## config.mk

```make
export PLATFORM = sky130hd
export DESIGN_NAME = dtsi_top
export DESIGN_NICKNAME = d
export VERILOG_FILES = /design/src/pkg/dtsi_pkg.sv /design/src/design/dtsi_top.sv
export SDC_FILE = /design/constraint.sdc
export NUM_CORES = 1
export LEC_CHECK = 0
export ABC_AREA = 0
export BUFFER_PORTS_ARGS = -buffer_cell sky130_fd_sc_hd__buf_2
export CAP_MARGIN = 10
export CORE_MARGIN = 1.5
export CORE_UTILIZATION = 40
export DETAILED_ROUTE_END_ITERATION = 8
export MAX_ROUTING_LAYER = met4
export PLACE_DENSITY = 0.71
export SYNTH_ARGS = -nofsm -noshare
export SYNTH_HDL_FRONTEND = slang
export SYNTH_SLANG_ARGS = --single-unit
```

## constraint.sdc

```tcl
create_clock -name clk_sys -period 2.4 [get_ports clk_sys]
set_clock_uncertainty 0.05 [all_clocks]
set_input_delay 0.48 -clock clk_sys [delete_from_list [all_inputs] [get_ports clk_sys]]
set_output_delay 0.48 -clock clk_sys [all_outputs]
set_load 0.005 [all_outputs]
```

## src/pkg/dtsi_pkg.sv

```systemverilog
// constants, types and helpers for the dual trunk status and indication block
package dtsi_pkg;

  // -------------------------------------------------------------------
  // register map
  // -------------------------------------------------------------------
  localparam logic [7:0] DTSI_ADDR_CTRL = 8'h00;
  localparam logic [7:0] DTSI_ADDR_LOOP = 8'h04;
  localparam logic [7:0] DTSI_ADDR_STATUS = 8'h08;
  localparam logic [7:0] DTSI_ADDR_INT_STAT = 8'h0c;
  localparam logic [7:0] DTSI_ADDR_INT_MASK = 8'h10;

  // control register fields
  localparam int DTSI_CTRL_W = 11;
  localparam int DTSI_CTRL_CARD_EN = 0;
  localparam int DTSI_CTRL_NET_OFF = 1;
  localparam int DTSI_CTRL_TRUNK_OFF = 3;
  localparam int DTSI_CTRL_OUT_SERV = 5;
  localparam int DTSI_CTRL_RATE64 = 7;
  localparam int DTSI_CTRL_BOARD_CFG = 8;
  localparam int DTSI_CTRL_BOARD_EN = 9;
  localparam int DTSI_CTRL_LINK_PORT = 10;
  // trunk ports start disabled, card starts not enabled
  localparam logic [DTSI_CTRL_W-1:0] DTSI_CTRL_RST = 11'h018;

  // interrupt status and mask fields
  localparam int DTSI_INT_W = 8;
  localparam int DTSI_INT_NEAR = 0;
  localparam int DTSI_INT_FAR = 2;
  localparam int DTSI_INT_LOOPBACK = 4;
  localparam int DTSI_INT_READY = 6;
  localparam int DTSI_INT_CFG_REJ = 7;

  // -------------------------------------------------------------------
  // types
  // -------------------------------------------------------------------
  typedef enum logic [1:0] {
    DTSI_MODE_NONE = 2'b00,
    DTSI_MODE_DTRUNK = 2'b01,
    DTSI_MODE_PRATE = 2'b10,
    DTSI_MODE_PSIG = 2'b11
  } dtsi_mode_type;

  typedef struct packed {
    logic [1:0] ext_addr;
    dtsi_mode_type mode1;
    dtsi_mode_type mode0;
  } dtsi_loop_type;

  localparam dtsi_loop_type DTSI_LOOP_RST = '{ext_addr: 2'h0, mode1: DTSI_MODE_NONE, mode0: DTSI_MODE_NONE};

  typedef struct packed {
    logic [1:0] signal_loss;
    logic [1:0] sync_loss;
    logic [1:0] remote_alarm_rx;
    logic [1:0] remote_loopback;
    logic [1:0] rec_clk;
  } dtsi_line_in_type;

  typedef struct packed {
    logic [1:0] net_port_off;
    logic [1:0] trunk_disabled;
    logic [1:0] out_of_service;
    logic [1:0] near_end_alarm;
    logic [1:0] far_end_alarm;
    logic [1:0] remote_loopback;
    logic [1:0] far_alarm_tx;
    logic [1:0] call_inhibit;
    logic [1:0] ext_addr;
    logic board_red;
    logic board_green;
  } dtsi_ind_type;

  localparam dtsi_ind_type DTSI_IND_RST = '{net_port_off: 2'h3, trunk_disabled: 2'h3, default: '0};

  typedef struct packed {
    logic [1:0] to_ctl0;
    logic [1:0] to_ctl1;
  } dtsi_refclk_type;

  // -------------------------------------------------------------------
  // helpers
  // -------------------------------------------------------------------
  function automatic logic dtsi_pair_ok(dtsi_mode_type m0, dtsi_mode_type m1, logic ext_variant);
    logic ok;
    ok = 1'b1;
    if (!ext_variant && (m0 == DTSI_MODE_PSIG || m1 == DTSI_MODE_PSIG)) begin
      ok = 1'b0;
    end
    if ((m0 == DTSI_MODE_PRATE && m1 == DTSI_MODE_PSIG) || (m0 == DTSI_MODE_PSIG && m1 == DTSI_MODE_PRATE)) begin
      ok = 1'b0;
    end
    return ok;
  endfunction : dtsi_pair_ok

endpackage : dtsi_pkg

```

## src/design/dtsi_top.sv

```systemverilog
// dual trunk card status, indicator and d-channel handshake logic with ahb-lite registers
`timescale 1ns/1ps

module dtsi_top #(
  parameter bit EXT_VARIANT = 1'b1
) (
  input wire logic clk_sys,
  input wire logic resetn,
  input wire logic hsel,
  input wire logic [31:0] haddr,
  input wire logic [1:0] htrans,
  input wire logic hwrite,
  input wire logic [2:0] hsize,
  input wire logic [31:0] hwdata,
  input wire logic hready,
  output logic hreadyout,
  output logic hresp,
  output logic [31:0] hrdata,
  input wire logic card_enable_switch,
  input wire logic handler_ready_flag,
  input wire dtsi_pkg::dtsi_line_in_type line_in,
  output logic link_operational_flag,
  output dtsi_pkg::dtsi_ind_type ind,
  output dtsi_pkg::dtsi_refclk_type ref_clk,
  output dtsi_pkg::dtsi_loop_type loop_cfg,
  output logic irq
);

  // -------------------------------------------------------------------
  // state
  // -------------------------------------------------------------------
  typedef struct packed {
    logic [dtsi_pkg::DTSI_CTRL_W-1:0] ctrl;
    dtsi_pkg::dtsi_loop_type loop;
    logic [dtsi_pkg::DTSI_INT_W-1:0] int_stat;
    logic [dtsi_pkg::DTSI_INT_W-1:0] int_mask;
    logic wr_pend;
    logic [7:0] wr_addr;
    logic [31:0] rdata;
    logic hready;
    logic link_op;
    logic ready;
    dtsi_pkg::dtsi_ind_type ind;
    dtsi_pkg::dtsi_refclk_type refclk;
    logic irq;
  } dtsi_state_type;

  localparam dtsi_state_type STATE_RST = '{
    ctrl: dtsi_pkg::DTSI_CTRL_RST,
    loop: dtsi_pkg::DTSI_LOOP_RST,
    ind: dtsi_pkg::DTSI_IND_RST,
    hready: 1'b1,
    default: '0
  };

  dtsi_state_type st_q;
  dtsi_state_type st_d;

  logic bus_live;
  logic accept;
  logic [1:0] near_now;
  logic [1:0] far_now;
  logic [1:0] sw_off;
  logic [dtsi_pkg::DTSI_INT_W-1:0] int_set;
  logic [dtsi_pkg::DTSI_INT_W-1:0] int_clr;
  logic cfg_rej;
  logic link_port;
  logic card_up;
  dtsi_pkg::dtsi_mode_type link_mode;
  dtsi_pkg::dtsi_loop_type new_loop;
  logic [31:0] rd_mux;

  // -------------------------------------------------------------------
  // next state
  // -------------------------------------------------------------------
  always_comb begin
    st_d = st_q;
    int_clr = '0;
    cfg_rej = 1'b0;
    new_loop = dtsi_pkg::dtsi_loop_type'(hwdata[5:0]);

    // a card switched to disable neither takes nor answers processor accesses
    bus_live = card_enable_switch;
    accept = bus_live && hsel && htrans[1] && hready;

    // data phase of a write: a pending write is dropped if the switch went to disable
    if (st_q.wr_pend && bus_live) begin
      unique case (st_q.wr_addr)
        dtsi_pkg::DTSI_ADDR_CTRL: begin
          st_d.ctrl = hwdata[dtsi_pkg::DTSI_CTRL_W-1:0];
        end
        dtsi_pkg::DTSI_ADDR_LOOP: begin
          if (dtsi_pkg::dtsi_pair_ok(new_loop.mode0, new_loop.mode1, EXT_VARIANT)) begin
            st_d.loop = new_loop;
          end else begin
            cfg_rej = 1'b1;
          end
        end
        dtsi_pkg::DTSI_ADDR_INT_STAT: begin
          int_clr = hwdata[dtsi_pkg::DTSI_INT_W-1:0];
        end
        dtsi_pkg::DTSI_ADDR_INT_MASK: begin
          st_d.int_mask = hwdata[dtsi_pkg::DTSI_INT_W-1:0];
        end
        default: begin
        end
      endcase
    end

    // address phase
    st_d.wr_pend = accept && hwrite;
    st_d.wr_addr = haddr[7:0];

    // read data is fetched at the address phase so it stands from a flop in the data phase
    unique case (haddr[7:0])
      dtsi_pkg::DTSI_ADDR_CTRL: rd_mux = {21'h0, st_q.ctrl};
      dtsi_pkg::DTSI_ADDR_LOOP: rd_mux = {26'h0, st_q.loop};
      dtsi_pkg::DTSI_ADDR_STATUS: rd_mux = {15'h0, st_q.ready, st_q.link_op, card_enable_switch,
                                            st_q.ind.board_green, st_q.ind.board_red,
                                            st_q.ind.remote_loopback, st_q.ind.far_end_alarm,
                                            st_q.ind.near_end_alarm, st_q.ind.out_of_service,
                                            st_q.ind.trunk_disabled, st_q.ind.net_port_off};
      dtsi_pkg::DTSI_ADDR_INT_STAT: rd_mux = {24'h0, st_q.int_stat};
      dtsi_pkg::DTSI_ADDR_INT_MASK: rd_mux = {24'h0, st_q.int_mask};
      default: rd_mux = 32'h0;
    endcase
    st_d.rdata = (accept && !hwrite) ? rd_mux : 32'h0;
    st_d.hready = 1'b1;

    // line conditions
    near_now = line_in.signal_loss | line_in.sync_loss;
    far_now = line_in.remote_alarm_rx;
    st_d.ready = handler_ready_flag;

    // lamps, all registered so they change on the clock only
    card_up = card_enable_switch && st_q.ctrl[dtsi_pkg::DTSI_CTRL_CARD_EN];
    sw_off = st_q.ctrl[dtsi_pkg::DTSI_CTRL_NET_OFF +: 2];
    st_d.ind.net_port_off = {2{!card_up}} | sw_off;
    st_d.ind.trunk_disabled = st_q.ctrl[dtsi_pkg::DTSI_CTRL_TRUNK_OFF +: 2];
    st_d.ind.out_of_service = st_q.ctrl[dtsi_pkg::DTSI_CTRL_OUT_SERV +: 2];
    st_d.ind.near_end_alarm = near_now;
    st_d.ind.far_alarm_tx = near_now;
    st_d.ind.far_end_alarm = far_now;
    st_d.ind.remote_loopback = line_in.remote_loopback;
    st_d.ind.call_inhibit = line_in.remote_loopback;
    st_d.ind.board_red = st_q.ctrl[dtsi_pkg::DTSI_CTRL_BOARD_CFG] && !st_q.ctrl[dtsi_pkg::DTSI_CTRL_BOARD_EN];
    st_d.ind.board_green = st_q.ctrl[dtsi_pkg::DTSI_CTRL_BOARD_CFG] && st_q.ctrl[dtsi_pkg::DTSI_CTRL_BOARD_EN];
    // extended addressing only means something on a private signalling loop
    st_d.ind.ext_addr[0] = st_q.loop.ext_addr[0] && (st_q.loop.mode0 == dtsi_pkg::DTSI_MODE_PSIG);
    st_d.ind.ext_addr[1] = st_q.loop.ext_addr[1] && (st_q.loop.mode1 == dtsi_pkg::DTSI_MODE_PSIG);

    // recovered clocks fan out to both controllers; one flop of delay, no glitches
    st_d.refclk.to_ctl0 = line_in.rec_clk;
    st_d.refclk.to_ctl1 = line_in.rec_clk;

    // d-channel link usable toward the external handler
    link_port = st_q.ctrl[dtsi_pkg::DTSI_CTRL_LINK_PORT];
    link_mode = link_port ? st_q.loop.mode1 : st_q.loop.mode0;
    st_d.link_op = st_q.ctrl[dtsi_pkg::DTSI_CTRL_RATE64] && card_up
                && (link_mode == dtsi_pkg::DTSI_MODE_PRATE) && !st_q.ind.trunk_disabled[link_port]
                && !st_q.ind.out_of_service[link_port] && !near_now[link_port] && !far_now[link_port];

    // sticky events: a new event wins over a write-one-to-clear in the same cycle
    int_set = '0;
    int_set[dtsi_pkg::DTSI_INT_NEAR +: 2] = near_now & ~st_q.ind.near_end_alarm;
    int_set[dtsi_pkg::DTSI_INT_FAR +: 2] = far_now & ~st_q.ind.far_end_alarm;
    int_set[dtsi_pkg::DTSI_INT_LOOPBACK +: 2] = line_in.remote_loopback & ~st_q.ind.remote_loopback;
    int_set[dtsi_pkg::DTSI_INT_READY] = handler_ready_flag ^ st_q.ready;
    int_set[dtsi_pkg::DTSI_INT_CFG_REJ] = cfg_rej;
    st_d.int_stat = (st_q.int_stat & ~int_clr) | int_set;
    st_d.irq = |(st_d.int_stat & st_d.int_mask);
  end

  always_ff @(posedge clk_sys or negedge resetn) begin
    if (!resetn) begin
      st_q <= STATE_RST;
    end else begin
      st_q <= st_d;
    end
  end

  // -------------------------------------------------------------------
  // outputs
  // -------------------------------------------------------------------
  assign hreadyout = st_q.hready;
  assign hresp = 1'b0;
  assign hrdata = st_q.rdata;
  assign link_operational_flag = st_q.link_op;
  assign ind = st_q.ind;
  assign ref_clk = st_q.refclk;
  assign loop_cfg = st_q.loop;
  assign irq = st_q.irq;

  // -------------------------------------------------------------------
  // checks
  // -------------------------------------------------------------------
  a_link_off_rate: assert property (@(posedge clk_sys) disable iff (!resetn)
    !st_q.ctrl[dtsi_pkg::DTSI_CTRL_RATE64] |=> !link_operational_flag)
    else $error("link flag on without 64k rate");

  a_link_off_alarm: assert property (@(posedge clk_sys) disable iff (!resetn)
    (near_now[link_port] || line_in.remote_alarm_rx[link_port]) |=> !link_operational_flag)
    else $error("link flag on during alarm");

  a_link_on_cause: assert property (@(posedge clk_sys) disable iff (!resetn)
    (st_q.ctrl[dtsi_pkg::DTSI_CTRL_RATE64] && card_enable_switch && st_q.ctrl[dtsi_pkg::DTSI_CTRL_CARD_EN]
     && !st_q.ctrl[dtsi_pkg::DTSI_CTRL_LINK_PORT] && st_q.loop.mode0 == dtsi_pkg::DTSI_MODE_PRATE
     && !st_q.ind.trunk_disabled[0] && !st_q.ind.out_of_service[0] && !near_now[0] && !far_now[0])
    |=> link_operational_flag)
    else $error("link flag off though link usable");

  a_switch_ignore: assert property (@(posedge clk_sys) disable iff (!resetn)
    !card_enable_switch |=> $stable(st_q.ctrl) && $stable(st_q.loop) && hrdata == 32'h0)
    else $error("access taken while switch at disable");

  a_net_off_lamp: assert property (@(posedge clk_sys) disable iff (!resetn)
    !card_enable_switch |=> ind.net_port_off == 2'h3)
    else $error("network loop lamp dark with switch at disable");

  a_service_lamp: assert property (@(posedge clk_sys) disable iff (!resetn)
    st_q.ctrl[dtsi_pkg::DTSI_CTRL_OUT_SERV] |=> ind.out_of_service[0])
    else $error("out of service lamp not lit");

  a_near_alarm: assert property (@(posedge clk_sys) disable iff (!resetn)
    (line_in.signal_loss[1] || line_in.sync_loss[1]) |=> ind.near_end_alarm[1] && ind.far_alarm_tx[1])
    else $error("near-end alarm not shown or sent");

  a_near_event: assert property (@(posedge clk_sys) disable iff (!resetn)
    (near_now[1] && !ind.near_end_alarm[1]) |=> st_q.int_stat[dtsi_pkg::DTSI_INT_NEAR + 1])
    else $error("near-end alarm event not latched");

  a_far_alarm: assert property (@(posedge clk_sys) disable iff (!resetn)
    $rose(line_in.remote_alarm_rx[0]) |=> ind.far_end_alarm[0]
    ##1 (ind.far_end_alarm[0] == $past(line_in.remote_alarm_rx[0])))
    else $error("far-end alarm lamp wrong");

  a_loopback: assert property (@(posedge clk_sys) disable iff (!resetn)
    line_in.remote_loopback[0] |=> ind.remote_loopback[0] && ind.call_inhibit[0])
    else $error("loopback not shown or calls not inhibited");

  a_board_lamp: assert property (@(posedge clk_sys) disable iff (!resetn)
    !st_q.ctrl[dtsi_pkg::DTSI_CTRL_BOARD_CFG] |=> !ind.board_red && !ind.board_green)
    else $error("daughterboard lamp lit without board");

  a_ref_clk: assert property (@(posedge clk_sys) disable iff (!resetn)
    ##1 (ref_clk.to_ctl0 == $past(line_in.rec_clk)) && (ref_clk.to_ctl1 == ref_clk.to_ctl0))
    else $error("recovered clock not sent to both controllers");

  a_loop_legal: assert property (@(posedge clk_sys) disable iff (!resetn)
    dtsi_pkg::dtsi_pair_ok(loop_cfg.mode0, loop_cfg.mode1, EXT_VARIANT))
    else $error("illegal loop pairing held");

  a_irq_level: assert property (@(posedge clk_sys) disable iff (!resetn)
    irq |-> |(st_q.int_stat & st_q.int_mask))
    else $error("interrupt without unmasked status");

endmodule : dtsi_top

```

==> metrics.txt, run 1 <==
outcome complete, but fails checks; failing checks design-rule violations; Worst Path Arrival 2.20 ns; Post-Synthesis Cells 296; most frequent cells in the layout buf_2 (84), dfrtp_1 (74), mux2_2 (29), nor2_1 (18), conb_1 (17); Final Power 0.00253 W; gr usage total 17.7%; critical path launch point type flip-flop; Worst-Skew Late Latency 0.35 ns; r2r worst-path depth 6; Critical Path Fanout Max 8; port bufs 85; initial core utilization 41.5%; XOR/XNOR Fraction of Synth Area 0.479%; class of the worst hold path input port to async pin; Ports around 150; Worst IR Drop VDD 0.280 mV; sw frac a little under a quarter; critical path's largest stage delay between 0.3 and 0.4 ns; slowest cell on the critical path dfrtp_1; area fraction in compound gates after synthesis 7.73%; DRT iter0 DRCs 182; main flop type after synthesis dfrtp_1; drt pass-1 iters 8; Crit. Startpoint st_q[66]; Placeable Area about 8800 µm²; Pins Over Slew Limit 0; Root Driver clkbuf_8; reg2reg setup slack 0.36 ns; num rows 34; Yosys cell types 46; part of the power in registers 54.4%; first-pass GRT wire length between 10000 and 15000 µm; post-CTS setup buffers 0; YS warnings 0; Post-Route WL around 8000 µm; f_max 0.490 GHz; HPWL Detailed 5980 µm; Hold Fails Final Rpt 0; kind of critical path flip-flop to flip-flop; asr flop ratio synth 100%; Setup Slack @ Placement 0.195 ns; power share of the combinational group 6.0%; RSZ-0062 raised after global routing no; Int Power 0.00196 W; ANT cells 0; syn avg cell area 12.4 µm²; clock group share of total power 39.5%; largest net degree at the start of global routing 48; Sink Count 80; share of layout cells above drive strength 1 between 40% and 50%; Layout area overhead 11.4%; Rel. slew slack a little over half; Die Footprint about 10000 µm²; via count 2301; WL/cell 17.3 µm; FF+latch count, synth 80; CP Data Required Time 2.56 ns; Critical R2R Capture irq; P_sw around 0.00057 W; Max clock buf depth 2; pwr dens 622 nW/µm²; most common cell after layout, fill and taps aside buf_2; largest family of logic cells by synthesized area buffers and inverters; Vias/cell 4.99; Tcrit/Tclk final 85.1%; post-synthesis mux area share 10.4%; initial antenna violation count 0; CP endpoint kind flip-flop; max-cap violation count 0; setup TNS 0 ns; Die X 98.6 µm; DRC 5; Final setup viols 0; post-cts resize count 0; CP bufs+invs 1; CTS tree yes; Synth Area in Adders 0%; H-tree levels 3; Post-synth EDFFs 0; WP depth 6; crit-path leading delay family simple AND/OR/NAND/NOR gates; worst r2r src st_q[66]; area share of and/or/nand/nor cells after synthesis 11.2%; Hold-fix buffers, CTS 0; worst-margin pin slew roughly 0.67 ns; placer congestion estimate 0.876; Nets 434; Remaining Overflow, GRT 0; clk slew on worst S/H paths 0.08 ns; die extent in y 98.6 µm; P_leak approximately 2.1 nW; Final ANT Viol Nets 0; TritonCTS Buffers 9; crit path cell chain and4bb_4, buf_4, nand4b_4, mux2_2, a222oi_1, nand4_1; post-route setup slack 0.358 ns; Post-Syn Area approximately 3700 µm²; vias in the first global route 2370; sequential area share after synthesis 54.9%; minimum clock period about 2.0 ns
## worst register-to-register path: cells and delay by family, from the launching register on
kind | cells | cell delay, ns
flops | 1 | 0.36
compound gates | 1 | 0.31
simple gates | 3 | 0.69
mux | 1 | 0.35
buf+inv | 1 | 0.14
## power groups by stage
stage                     Combinational, W  Clock, W  Sequential [W]
after global routing              0.000172   0.00108         0.00138
final                             0.000152   0.00100         0.00138
after global placement            0.000154         0         0.00140
after floorplan                  0.0000907         0         0.00140
after detailed placement          0.000155         0         0.00141
after CTS                         0.000155   0.00103         0.00138
## layer usage
| layer | part of all wire [%] | track usage, % | wire [µm] | up-vias |
|---|---|---|---|---|
| met5 | 0 | - | 0 | - |
| met4 | 1.5 | 5.27 | 123 | 0 |
| met3 | 5.8 | 4.61 | 463 | 11 |
| met2 | 49 | 27.7 | 3870 | 81 |
| met1 | 44 | 22.8 | 3520 | 1136 |
| li1 | - | - | - | 1073 |
## flip-flops by register name, indices dropped and copies added (netlist names)
name,flops
link_operational_flag,1
loop_cfg,6
ref_clk,2
link_port,1
st_q,32
hrdata,17
st_d,4
ind,16
irq,1
## logic make-up after synthesis
family / count (synthesis)
and+or+nand+nor: 65
DFF: 80
AOI/OAI and AO/OA: 33
muxes: 33
buffers and inverters: 81
other: 2
xor gates and xnor gates: 2
## worst max path at each step
stage,to,slack [ns]
2_1_floorplan,hrdata[7],0.51
3_3_place_gp,hrdata[5],0.22
3_5_place_dp,hrdata[2],0.20
4_1_cts,irq,0.34
5_1_grt,irq,0.26
6_report,irq,0.36
## through the flow
stage / util, % / cells / hold WS [ns] / instance area (µm²)
after floorplan: - / 311 / 0.134 / 3710
after global placement: 44.0 / 445 / 0.312 / 3870
after detailed placement: 44.0 / 445 / 0.325 / 3870
after CTS: 46.3 / 461 / 0.0272 / 4070
after global routing: 46.3 / 461 / 0.0361 / 4070
final: 46.3 / 461 / 0.0159 / 4070
## cells in the mapped netlist (all sizes together) (3+ instances only)
cell type | count | share of area (%)
dfrtp | 74 | 51
a22o | 5 | 1.2
a221o | 5 | 1.4
nor3 | 3 | 0.55
nand3 | 7 | 0.96
a222oi | 7 | 1.9
nand4 | 3 | 0.68
nor4 | 3 | 1.1
a22oi | 4 | 0.82
o21ai | 3 | 0.41
nor2 | 18 | 1.8
nor2b | 7 | 1.2
mux2i | 3 | 0.82
dfstp | 6 | 4.3
buf | 68 | 14
inv | 11 | 1.1
and3 | 7 | 1.2
mux2 | 29 | 8.9
nand2 | 6 | 0.62
## area by class of cell
cell class	count	area, µm²
clock buffers	13	159
fillers	826	4730
clock inverters	3	40.0
multi-input cells	150	1150
flip-flops and latches	80	2010
repair buffers	96	536
well taps	108	135
inverters	11	41.3
No activity file was read; power rests on OpenSTA's default activity.
==> inputs of run 2 (changes only) <==
Settings changed: RECOVER_POWER set to 50.
==> metrics.txt, run 2 (same netlist as run 1, synthesis figures left out) <==
worst-margin pin slew 1.86 ns (was 0.669 ns); gr usage total 17.7% (unchanged); Final ANT Viol Nets 0 (unchanged); Pins Over Slew Limit 34 (was 0); f_max 0.489 GHz (was 0.490 GHz); clock group share of total power 39.5% (about the same); met1 usage 22.8% (unchanged); num rows 34 (unchanged); most flop-heavy register st_q (unchanged); Sink Count 80 (unchanged); Remaining Overflow, GRT 0 (unchanged); DRT iter0 DRCs 174 (was 182); Root Driver clkbuf_8 (unchanged); setup TNS 0 ns (unchanged); Post-Route WL 7970 µm (about the same); Max clock buf depth 2 (unchanged); part of the power in registers 54.6% (was 54.4%); failing checks design-rule violations, max-capacitance violations, max-slew violations (was design-rule violations); Hold-fix buffers, CTS 0 (unchanged); vias in the first global route 2370 (unchanged); clk slew on worst S/H paths 0.07 ns (was 0.08 ns); Hold WS 0.183 ns (was 0.0159 ns); die extent in y 98.6 µm (unchanged); HPWL Detailed 5980 µm (unchanged); Placeable Area 8810 µm² (unchanged); Hold Startpoint line_in[1]; TritonCTS Buffers 9 (unchanged); max reg flops 32 (unchanged); fill count 830 (was 826); CP Data Required Time 2.55 ns (was 2.56 ns); most common cell after layout, fill and taps aside dfrtp_1 (was buf_2); P_sw 0.000569 W (was 0.000573 W); class of the worst hold path input port to flip-flop (was input port to async pin); DRC 5 (unchanged); share of layout cells above drive strength 1 39.9% (was 44.2%); kind of critical path flip-flop to flip-flop (unchanged); Worst IR Drop VDD 0.280 mV (about the same); post-CTS setup buffers 0 (unchanged); CTS tree yes (unchanged); Seq. cell area 2010 µm² (unchanged); first-pass GRT wire length 12600 µm (unchanged); RSZ-0062 raised after global routing no (unchanged); Die Footprint 9730 µm² (unchanged); Worst-Skew Late Latency 0.35 ns (about the same); pwr dens 623 nW/µm² (was 622 nW/µm²); outcome complete, but fails checks (unchanged); Layout area overhead 10.8% (was 11.4%); grt met3 use 4.61% (unchanged); drt pass-1 iters 9 (was 8); max-cap violation count 1 (was 0); Tcrit/Tclk final 85.2% (was 85.1%); Die X 98.6 µm (unchanged); ANT cells 0 (unchanged); placer congestion estimate 0.876 (unchanged); minimum clock period 2.05 ns (was 2.04 ns); Ports 152 (unchanged); CP endpoint kind flip-flop (unchanged); initial core utilization 41.5% (unchanged); met2 Track Usage GR 27.7% (unchanged); worst r2r src st_q[67] (was st_q[66]); H-tree levels 3 (unchanged); Critical Path Fanout Max 8 (unchanged); final instance area 4050 µm² (was 4070 µm²); largest net degree at the start of global routing 48 (unchanged); critical path launch point type flip-flop (unchanged); via count 2297 (was 2301); DP Area 3870 µm² (unchanged); most frequent cells in the layout dfrtp_1 (74), buf_2 (73), mux2_2 (29), nor2_1 (18), conb_1 (17) (was buf_2 (84), dfrtp_1 (74), mux2_2 (29), nor2_1 (18), conb_1 (17)); post-cts resize count 0 (unchanged); area of the multi-input gates 1150 µm² (unchanged); port bufs 85 (unchanged); Rel. slew slack -23.8% (was 54.8%); Vias/cell 4.98 (was 4.99); Final setup viols 0 (unchanged); Nets 434 (unchanged); Crit. Startpoint st_q[67] (was st_q[66]); WL/cell 17.3 µm (about the same); sw frac 22.5% (was 22.6%); GR peak layer met2 (unchanged); power share of the combinational group 5.9% (was 6.0%); initial antenna violation count 0 (unchanged); Worst Path Arrival 2.20 ns (about the same); Int Power 0.00196 W (about the same); P_leak 2.09 nW (was 2.13 nW); Hold Fails Final Rpt 0 (unchanged)
## run 2: layout make-up
class,count,share of cell area (%)
multi-input cells,150,28.5
repair buffers,96,12.7
well taps,108,3.33
clock inverters,3,0.988
flip-flops and latches,80,49.6
inverters,11,1.02
clock buffers,13,3.92
## run 2: layer usage
layer	up-vias	share of wire [%]	routed length (µm)
li1	1069	-	-
met1	1137	44	3540
met2	79	48	3850
met3	12	5.6	445
met4	0	1.7	135
met5	-	0	0
## run 2: path summary, 6_finish.rpt
path | endpoint | slack (ns) | cells after the start
min in group asynchronous | hrdata[10] | 0.57 | 1
max in group asynchronous | ind[18] | 0.64 | 2
worst max register to register | irq | 0.35 | 6
worst min register to register | ind[17] | 0.35 | 0
worst min-delay path | ref_clk[1] | 0.18 | 1
worst max-delay path | irq | 0.35 | 6
## run 2: power groups by stage
stage               clock network [W]  logic (W)  registers [W]
floorplan                           0  0.0000907        0.00140
global placement                    0   0.000154        0.00140
detailed placement                  0   0.000155        0.00141
CTS                           0.00103   0.000155        0.00138
global route                  0.00108   0.000168        0.00138
finish                       0.000997   0.000149        0.00138
## run 2: stage by stage
step / instances / setup WS (ns) / utilization (%) / power [W]
floorplan: 311 / 0.513 / - / 0.00149
global placement: 445 / 0.223 / 44.0 / 0.00156
detailed placement: 445 / 0.195 / 44.0 / 0.00156
CTS: 461 / 0.337 / 46.3 / 0.00256
global route: 461 / 0.258 / 46.0 / 0.00263
finish: 461 / 0.355 / 46.0 / 0.00253
## run 2: critical path, stage by stage (launching register included)
cell	delay (ns)
dfrtp_1	0.38
and4bb_4	0.31
buf_4	0.14
nand4b_4	0.21
mux2_2	0.35
a222oi_1	0.31
nand4_1	0.16
